**src/rtl/cmpev_pkg.sv**
```systemverilog
// Purpose: shared constants and types for the comparator event control
// Assumes: 8-bit register port, cpu clock
// Notes: register offsets are byte addresses on the plain port
package cmpev_pkg;
   localparam logic [7:0] CMPEV_ADDR_CONTROL = 8'h9C;
   localparam logic [7:0] CMPEV_ADDR_CONFIG = 8'h9D;
   localparam logic [7:0] CMPEV_ADDR_IRQ = 8'hA0;
   localparam logic [7:0] CMPEV_ADDR_MASK = 8'hA1;
   localparam logic [7:0] CMPEV_ADDR_WAKE = 8'hA2;
   localparam int CMPEV_BIT_EN = 7;
   localparam int CMPEV_BIT_RESULT = 6;
   localparam int CMPEV_BIT_DIR = 0;
   localparam int CMPEV_BIT_PINEN = 1;
   localparam logic [3:0] CMPEV_CHAN_LAST = 4'hB;
   localparam int CMPEV_NCHAN = 12;
   localparam logic [1:0] CMPEV_DB_NONE = 2'h3;
   localparam logic [1:0] CMPEV_RST_REF = 2'h0;
   localparam logic [3:0] CMPEV_RST_CHAN = 4'h0;
   localparam logic [1:0] CMPEV_RST_DB = 2'h0;
   localparam logic [1:0] CMPEV_RST_IRQ = 2'h0;
   localparam logic [1:0] CMPEV_IRQ_EVENT = 2'h1;
   localparam logic [1:0] CMPEV_IRQ_WAKE = 2'h2;

   typedef struct packed {
      logic [7:0] addr;
      logic [7:0] wdata;
      logic wr;
      logic rd;
   } cmpev_bus_t;

   typedef struct packed {
      logic [CMPEV_NCHAN-1:0] take;
      logic [CMPEV_NCHAN-1:0] neg_sel;
   } cmpev_pins_t;
endpackage

```
**src/rtl/cmpev_top.sv**
```systemverilog
// Purpose: enable, channel, filter, edge and event logic of the comparator
// Assumes: analog comparator output arrives asynchronously on a pin
// Notes: channel index 0..7 port-1 pins 0..7, 8..11 port-5 pins 4..7
`timescale 1ns/1ps
// Operation
// - The result flag reads 1 while disabled, otherwise the comparator output.
// - The event flag sets on a filtered rise when direction is 0, fall when 1.
// - The event flag stays set until software clears it.
// - An interrupt is requested while the event flag and its enable are set.
// - In green mode any filtered change of the result wakes the device.
// - No wake from power-down mode is given by the comparator.
// - A wake edge matching the direction also sets the event flag.
// - The filter needs 1, 2 or 3 stable clocks for codes 0..2; code 3 passes.
// - Edges come from the filtered output only.
// - The result flag shows the unfiltered state; the event flag only edges.
// - Reference code 0,1,2/3 picks quarter, half, three quarters; the enable bit turns it on.
// - Channel codes 0..7 pick port-1 pins 0..7, codes 8..11 port-5 pins 4..7.
// - Only when enabled is the chosen pin forced to input and connected.
// - Deselected or disabled pins return to their own GPIO setting at once.
// - With enable at 0 all twelve pins stay general purpose.
// - The output pin enable drives the result on port-0 pin 0 instead of GPIO.
module cmpev_top (
   // clock and reset
   input wire logic i_clock,
   input wire logic i_rstn,
   // register port
   input wire cmpev_pkg::cmpev_bus_t i_bus,
   output logic [7:0] o_rdata,
   // comparator
   input wire logic i_cmp_raw,
   output logic o_ref_enable,
   output logic [1:0] o_ref_level_select,
   // pins
   output cmpev_pkg::cmpev_pins_t o_pins,
   input wire logic i_gpio_p00_out,
   input wire logic i_gpio_p00_oe,
   output logic o_result_out_pin,
   output logic o_result_out_pin_oe,
   // power and interrupt
   input wire logic i_green_mode,
   input wire logic i_powerdown_mode,
   output logic o_wakeup,
   output logic o_irq
);
   import cmpev_pkg::*;

   logic [1:0] rst_sync_q;
   logic rstn;
   logic [2:0] cmp_sync_q;
   logic cmp_stable;
   logic en_q;
   logic [1:0] ref_q;
   logic [3:0] chan_q;
   logic [1:0] db_q;
   logic pinen_q;
   logic dir_q;
   logic [1:0] irq_q;
   logic [1:0] mask_q;
   logic result;
   logic filt_q;
   logic [1:0] cnt_q;
   logic [1:0] need;
   logic filt_prev_q;
   logic rise;
   logic fall;
   logic event_hit;
   logic wake_hit;
   logic wr_irq;
   logic [7:0] rdata_d;
   logic [7:0] rdata_q;

   always_ff @(posedge i_clock or negedge i_rstn) begin
      if (!i_rstn) begin
         rst_sync_q <= 2'h0;
      end else begin
         rst_sync_q <= {rst_sync_q[0], 1'b1};
      end
   end
   assign rstn = rst_sync_q[1];

   // comparator output synchroniser; change counts when stages 2 and 3 agree
   always_ff @(posedge i_clock or negedge rstn) begin
      if (!rstn) begin
         cmp_sync_q <= 3'h7;
      end else begin
         cmp_sync_q <= {cmp_sync_q[1:0], i_cmp_raw};
      end
   end
   assign cmp_stable = (cmp_sync_q[2] == cmp_sync_q[1]);

   // control registers
   always_ff @(posedge i_clock or negedge rstn) begin
      if (!rstn) begin
         en_q <= 1'b0;
         ref_q <= CMPEV_RST_REF;
         chan_q <= CMPEV_RST_CHAN;
      end else if (i_bus.wr && i_bus.addr == CMPEV_ADDR_CONTROL) begin
         en_q <= i_bus.wdata[CMPEV_BIT_EN];
         ref_q <= i_bus.wdata[5:4];
         chan_q <= i_bus.wdata[3:0];
      end
   end

   always_ff @(posedge i_clock or negedge rstn) begin
      if (!rstn) begin
         db_q <= CMPEV_RST_DB;
         pinen_q <= 1'b0;
         dir_q <= 1'b0;
      end else if (i_bus.wr && i_bus.addr == CMPEV_ADDR_CONFIG) begin
         db_q <= i_bus.wdata[3:2];
         pinen_q <= i_bus.wdata[CMPEV_BIT_PINEN];
         dir_q <= i_bus.wdata[CMPEV_BIT_DIR];
      end
   end

   always_ff @(posedge i_clock or negedge rstn) begin
      if (!rstn) begin
         mask_q <= CMPEV_RST_IRQ;
      end else if (i_bus.wr && i_bus.addr == CMPEV_ADDR_MASK) begin
         mask_q <= i_bus.wdata[1:0];
      end
   end

   // result flag: forced high while disabled, unfiltered otherwise
   assign result = en_q ? cmp_sync_q[2] : 1'b1;

   // de-bounce: new level must hold for need+1 clocks
   assign need = db_q;
   always_ff @(posedge i_clock or negedge rstn) begin
      if (!rstn) begin
         filt_q <= 1'b1;
         cnt_q <= 2'h0;
      end else if (db_q == CMPEV_DB_NONE) begin
         filt_q <= result;
         cnt_q <= 2'h0;
      end else if (result == filt_q || !cmp_stable) begin
         cnt_q <= 2'h0;
      end else if (cnt_q == need) begin
         filt_q <= result;
         cnt_q <= 2'h0;
      end else begin
         cnt_q <= cnt_q + 2'h1;
      end
   end

   // edge detection on the filtered result
   always_ff @(posedge i_clock or negedge rstn) begin
      if (!rstn) begin
         filt_prev_q <= 1'b1;
      end else begin
         filt_prev_q <= filt_q;
      end
   end
   assign rise = filt_q && !filt_prev_q;
   assign fall = !filt_q && filt_prev_q;
   assign event_hit = dir_q ? fall : rise;
   assign wake_hit = (rise || fall) && i_green_mode && !i_powerdown_mode;

   // sticky status; set wins over write-one clear
   assign wr_irq = i_bus.wr && i_bus.addr == CMPEV_ADDR_IRQ;
   always_ff @(posedge i_clock or negedge rstn) begin
      if (!rstn) begin
         irq_q <= CMPEV_RST_IRQ;
      end else begin
         irq_q <= (irq_q & ~(wr_irq ? i_bus.wdata[1:0] : 2'h0))
            | {wake_hit, event_hit};
      end
   end

   assign o_irq = |(irq_q & mask_q);
   assign o_wakeup = wake_hit;

   // reference generator
   assign o_ref_enable = en_q;
   assign o_ref_level_select = ref_q;

   // channel takeover, one per candidate pin
   genvar g;
   generate
      for (g = 0; g < CMPEV_NCHAN; g = g + 1) begin : g_chan
         assign o_pins.take[g] = en_q && (chan_q == 4'(g));
         assign o_pins.neg_sel[g] = en_q && (chan_q == 4'(g));
      end
   endgenerate

   // result output pin
   assign o_result_out_pin = pinen_q ? result : i_gpio_p00_out;
   assign o_result_out_pin_oe = pinen_q ? 1'b1 : i_gpio_p00_oe;

   // register readback
   always_comb begin
      rdata_d = 8'h00;
      case (i_bus.addr)
         CMPEV_ADDR_CONTROL: rdata_d = {en_q, result, ref_q, chan_q};
         CMPEV_ADDR_CONFIG: rdata_d = {4'h0, db_q, pinen_q, dir_q};
         CMPEV_ADDR_IRQ: rdata_d = {6'h00, irq_q};
         CMPEV_ADDR_MASK: rdata_d = {6'h00, mask_q};
         CMPEV_ADDR_WAKE: rdata_d = {7'h00, filt_q};
         default: rdata_d = 8'h00;
      endcase
   end

   always_ff @(posedge i_clock or negedge rstn) begin
      if (!rstn) begin
         rdata_q <= 8'h00;
      end else if (i_bus.rd) begin
         rdata_q <= rdata_d;
      end else begin
         rdata_q <= 8'h00;
      end
   end
   assign o_rdata = rdata_q;
endmodule

```
**config.mk**
```make
export PLATFORM = sky130hd
export DESIGN_NAME = cmpev_top
export DESIGN_NICKNAME = d
export VERILOG_FILES = /design/src/rtl/cmpev_pkg.sv /design/src/rtl/cmpev_top.sv
export SDC_FILE = /design/constraint.sdc
export NUM_CORES = 1
export LEC_CHECK = 0
export ABC_AREA = 1
export BUFFER_PORTS_ARGS = -buffer_cell sky130_fd_sc_hd__buf_2
export CORE_UTILIZATION = 28
export DETAILED_ROUTE_END_ITERATION = 7
export PLACE_DENSITY = 0.57
export SYNTH_ARGS = -nofsm -noshare
export SYNTH_HDL_FRONTEND = slang
export SYNTH_SLANG_ARGS = --single-unit
```
**constraint.sdc**
```tcl
create_clock -name i_clock -period 2 [get_ports i_clock]
set_input_delay 0.3 -clock i_clock [delete_from_list [all_inputs] [get_ports i_clock]]
set_output_delay 0.3 -clock i_clock [all_outputs]
set_load 0.01 [all_outputs]
```
==> results of run 1 <==
-- synth_stat cells (2+ instances only) --
library cell,count
nand2_1,45
nor2_1,31
dfrtp_1,27
inv_1,22
nand3_1,17
o21ai_0,14
buf_4,12
dfstp_2,5
nand2_2,4
nor2_4,3
o21ai_2,3
xnor2_1,3
ha_1,2
nand4_1,2
-- repair_timing --
item / CTS / global route
pin swaps: 0 / 1
endpoints found under the hold margin: 2 / 0
buffers inserted: 0 / 2
hold buffers: 1 / 0
resized for setup: 1 / 0
endpoints found under the setup margin: 1 / 1
-- power by group through the flow --
stage | clock [W] | combinational, W | sequential, W
floorplan | 0 | 0.000176 | 0.000786
global route | 0.000562 | 0.000346 | 0.000784
global placement | 0 | 0.000261 | 0.000793
detailed placement | 0 | 0.000265 | 0.000794
finish | 0.000515 | 0.000301 | 0.000774
CTS | 0.000533 | 0.000275 | 0.000782
-- metrics by stage --
step | worst slack (ns) | cell area, sq um | instances
finish | 0.116 | 2080 | 334
detailed placement | 0.248 | 1950 | 323
global placement | 0.323 | 1950 | 323
floorplan | 0.434 | 1650 | 201
global route | 0.0257 | 2080 | 334
CTS | 0.0166 | 2060 | 332
-- cell families (layout without fill, tap and decap cells) --
family                   Yosys count  in the layout  synth area share
flip-flops                        32             32             0.490
adder cells (fa/ha/maj)            2              2            0.0152
AND/OR/NAND/NOR                  108            108             0.294
XOR/XNOR                           3              3            0.0160
buffers and inverters             36             97             0.114
AO/OA/AOI/OAI                     19             19            0.0684
other                              1              1           0.00228
-- how the worst max path moves through the flow --
stage           start        to  cells past startpoint
2_1_floorplan  filt_q  o_wakeup                      3
3_3_place_gp   filt_q  o_wakeup                      4
3_5_place_dp   filt_q  o_wakeup                      4
4_1_cts        filt_q  o_wakeup                      4
5_1_grt        filt_q  o_wakeup                      4
6_report       filt_q  o_wakeup                      4
-- worst register-to-register path, cell delays in order (launching register included) --
cell     delay [ns]
dfstp_2        0.54
inv_1          0.04
nand2_1        0.08
inv_1          0.09
nand2_1        0.07
nand3_1        0.09
or2_1          0.25
nor2_1         0.09
-- cell type report --
class	instances	area, sq um	share of cell area
Clock inverter	1	7.51	0.00361
Timing Repair Buffer	66	343	0.165
Sequential cell	32	807	0.389
Tap cell	72	90.1	0.0434
Clock buffer	7	86.3	0.0416
Inverter	23	86.3	0.0416
Multi-Input combinational cell	133	657	0.316
-- metal layers --
metal,track usage,part of all wire,wire [um],vias to the layer above
met3,0.0372,0.062,212,5
li1,-,-,-,731
met2,0.204,0.47,1630,45
met5,0,0,0,-
met1,0.155,0.45,1560,636
met4,0.0444,0.015,51,0
==> flow_summary.json, run 1 <==
{
  "status": "finished, final reports clean",
  "cp_num_buf_inv": 2,
  "rr_startpoint": "cmp_sync_q[2]",
  "clkSlewWorstSetupHoldPaths_ns": 0.07,
  "synth.distinct_cells": 25,
  "slowest_stage": "dfstp_2",
  "ys_seq_area_frac": 0.490,
  "core_sq_mm": 0.00557,
  "r2r-end": "cnt_q[0]",
  "rsz0062_at_grt": "no",
  "largest_reg_flops": 8,
  "grt_max_degree": 31,
  "overflow": 0,
  "grt_pass1_wl_um": 5920,
  "irDropWorstVdd_mv": 0.371,
  "async_flop_share": 1.00,
  "start_kind": "flop",
  "antenna_found_initial": 0,
  "synth_area_leaders": "dfrtp_1 (41%), nand2_1 (10%), dfstp_2 (8.0%)",
  "grt_pass1_vias": 1307,
  "drc": 0,
  "setup_violations": 0,
  "drt_iter0_drc": 106,
  "row_count": 27,
  "critPathMaxFanout": 5,
  "wl_per_cell_um": 10.3,
  "layout_commonest_cell": "buf_2",
  "nets": 288,
  "synthesis.nets": 228,
  "power_w": 0.00159,
  "cts_sinks": 32,
  "power_leakage_nw": 1.13,
  "n_antenna_cell": 0,
  "fmax_mhz": 531,
  "path_delay_family": "flip-flops",
  "grtUsageTotal": 0.125,
  "vias_per_cell": 4.24,
  "worstSetupPathType": "reg2out",
  "setup_tns_ns": 0,
  "die_h_um": 78.7,
  "port_buffers": 62,
  "drive_gt1_frac": 0.351,
  "syn-mean-instance-area_sq_um": 8.19,
  "hp-start": "i_cmp_raw",
  "crit_arrival_ns": 1.58,
  "htree_levels": 2,
  "cts-root-buf": "clkbuf_8",
  "cp_data_required_time_ns": 1.70,
  "comb_power_share": 0.189,
  "synth_warnings": 0,
  "clockPowerShare": 0.324,
  "power_switching_w": 0.000452,
  "seqPwrFrac": 0.487,
  "worstPathCellList": "inv_1, ha_1, nor3b_2, buf_2",
  "synthFlopType": "dfrtp_1",
  "hold_end": "cmp_sync_q[0]",
  "ff2ff_setup_slack_ns": 0.69,
  "drtAntennaViolNets": 0,
  "drt_wl_total_um": 3440,
  "die_w_um": 78.7,
  "utilization": 0.373,
  "power_density_mw_per_mm2": 766,
  "syn_to_final_growth_pct": 26.1,
  "final_cell_mix": "buf_2 (62), nand2_1 (45), nor2_1 (31), dfrtp_1 (27), inv_1 (22)",
  "ys_ff_latch": 32,
  "netlist_instances": 201,
  "finalHoldViolCount": 0,
  "vias": 1417,
  "ioPinCount": 64,
  "numCtsBuffers": 5,
  "hold_ws_ns": 0.113,
  "intPower_w": 0.00114,
  "yosys.area.top_type": "dfrtp_1",
  "maxCapViolCount": 0,
  "hpwlAfterDp_um": 2790,
  "critPathMaxStageDelay_ns": 0.57,
  "synth_top_area_share": 0.410,
  "hold_class": "in2reg",
  "clkLatencyLatePin_ns": 0.28,
  "netSwitchingFraction": 0.284,
  "place_congestion": 0.743,
  "cts_tree": "yes",
  "drt-pass1-iter-count": 4,
  "worstSetupEndpointType": "output pin",
  "synth-edff-count": 0,
  "fin_skew_ns": 0.0126,
  "fin_crit_ns": 1.88,
  "netlist_area_sq_mm": 0.00165,
  "finalCritPeriodShare": 0.942,
  "drv_slew": 0,
  "die_area_sq_mm": 0.00619,
  "start_util": 0.295,
  "cts_buffer_depth": 2,
  "fillCellCount": 598,
  "reg2reg_depth": 7,
  "hold_depth": 1
}
(Power assumes the default switching activity.)
==> run 2, diff against run 1 <==
--- a/config.mk
+++ b/config.mk
@@ -6,10 +6,11 @@
 export NUM_CORES = 1
 export LEC_CHECK = 0
 export ABC_AREA = 1
-export BUFFER_PORTS_ARGS = -buffer_cell sky130_fd_sc_hd__buf_2
+export BUFFER_PORTS_ARGS = -buffer_cell sky130_fd_sc_hd__buf_4
 export CORE_UTILIZATION = 28
 export DETAILED_ROUTE_END_ITERATION = 7
 export PLACE_DENSITY = 0.57
+export SLEW_MARGIN = 5
 export SYNTH_ARGS = -nofsm -noshare
 export SYNTH_HDL_FRONTEND = slang
 export SYNTH_SLANG_ARGS = --single-unit
==> flow_summary.json, run 2 (same netlist as run 1, synthesis figures left out) <==
{
  "status": "finished, final reports clean",
  "rsz0062_at_grt": "no",
  "grt_pass1_vias": 1422,
  "nets": 288,
  "worstSetupEndpointType": "output pin",
  "drtAntennaViolNets": 0,
  "cts_sinks": 32,
  "htree_levels": 2,
  "die_area_sq_mm": 0.00619,
  "drt_wl_total_um": 3600,
  "fin_skew_ns": 0.00660,
  "start_kind": "flop",
  "power_leakage_nw": 1.15,
  "place_congestion": 0.743,
  "clkSlewWorstSetupHoldPaths_ns": 0.06,
  "critPathMaxFanout": 5,
  "die_h_um": 78.7,
  "met3RoutedLength_um": 230,
  "n_antenna_cell": 0,
  "power_density_mw_per_mm2": 704,
  "die_w_um": 78.7,
  "grt_max_degree": 31,
  "hold_class": "in2reg",
  "highest_layer": "met4",
  "layout_commonest_cell": "buf_4",
  "drt-met1-wl_um": 1570,
  "numCtsBuffers": 5,
  "clkLatencyLatePin_ns": 0.28,
  "met2_wirelength_um": 1760,
  "wl_per_cell_um": 10.8,
  "maxCapViolCount": 0,
  "ioPinCount": 64,
  "hpwlAfterDp_um": 2880,
  "vias_per_cell": 4.34,
  "port_buffers": 62,
  "drv_slew": 0,
  "vias": 1449,
  "fin_crit_ns": 1.88,
  "grt_pass1_wl_um": 6340,
  "hold_ws_ns": 0.132,
  "drt-pass1-iter-count": 4,
  "overflow": 0,
  "worstSetupPathType": "reg2out",
  "cts_buffer_depth": 2,
  "finalHoldViolCount": 0,
  "start_util": 0.295,
  "drc": 0,
  "critPathMaxStageDelay_ns": 0.57,
  "cts_tree": "yes",
  "core_sq_mm": 0.00557,
  "setup_violations": 0,
  "syn_to_final_growth_pct": 34.8,
  "cts-root-buf": "clkbuf_8",
  "fmax_mhz": 533,
  "slowest_stage": "dfstp_2",
  "finalCritPeriodShare": 0.938,
  "drt_iter0_drc": 73,
  "worstPathCellList": "inv_1, ha_1, nor3b_2, buf_4",
  "final_cell_mix": "buf_4 (65), nand2_1 (45), nor2_1 (31), dfrtp_1 (27), inv_1 (22)",
  "largest_reg_flops": 8,
  "grtUsageTotal": 0.131,
  "antenna_found_initial": 0,
  "row_count": 27,
  "drive_gt1_frac": 0.347,
  "setup_tns_ns": 0,
  "cp_data_required_time_ns": 1.70,
  "crit_arrival_ns": 1.58,
  "irDropWorstVdd_mv": 0.347
}
[run 2: final timing paths]
path                                from                     to  slack [ns]  cells after the start
setup reg to reg                  filt_q               irq_q[1]        0.69                      4
hold / removal                 i_cmp_raw          cmp_sync_q[0]        0.13                      1
min in group asynchronous  rst_sync_q[1]  o_ref_level_select[1]        0.25                      1
max in group asynchronous  rst_sync_q[1]          cmp_sync_q[0]        1.44                      1
setup / recovery                  filt_q               o_wakeup        0.12                      4
hold reg to reg            rst_sync_q[1]  o_ref_level_select[1]        0.25                      1
[run 2: worst max-delay path, delay by kind of cell, from the launching register on]
kind                       cells  cell delay (ns)
buffers and inverters          2             0.21
adders and majority gates      1             0.30
DFF                            1             0.57
and+or+nand+nor                1             0.22
[run 2: final cells by class]
| type | count | area, sq um |
|---|---|---|
| sequential | 32 | 807 |
| clock buffer | 7 | 76.3 |
| clock inverter | 1 | 5.00 |
| timing repair buffer | 66 | 498 |
| inverter | 23 | 86.3 |
| multi-input combinational | 133 | 657 |
| fill | 597 | 3350 |
| tap | 72 | 90.1 |
[run 2: power breakdown]
part | internal [W] | total [W] | switching, W
Combinational | 0.000164 | 0.000331 | 0.000167
Sequential | 0.000723 | 0.000776 | 0.0000526
Clock | 0.000243 | 0.000456 | 0.000213
Total | 0.00113 | 0.00156 | 0.000433
[run 2: metrics by stage]
step | total power, W | area, sq um | util | cells | setup WS (ns)
finish | 0.00156 | 2220 | 0.398 | 334 | 0.124
global route | 0.00168 | 2220 | 0.398 | 334 | 0.0301
CTS | 0.00157 | 2200 | 0.396 | 332 | 0.0461
detailed placement | 0.00109 | 2110 | 0.378 | 323 | 0.289
global placement | 0.00108 | 2110 | 0.378 | 323 | 0.321
floorplan | 0.000962 | 1650 | - | 201 | 0.434
[run 2: what timing repair did]
action / in CTS / in global routing
setup endpoints to repair: 1 / 1
setup buffers: 0 / 2
endpoints found under the hold margin: 2 / 0
hold buffers: 1 / 0
gates resized for setup: 1 / 0
[run 2: per-layer routing]
metal	vias to the layer above	GRT usage
li1	735	-
met1	670	0.160
met2	40	0.223
met3	4	0.0349
met4	0	0.0389
met5	-	0
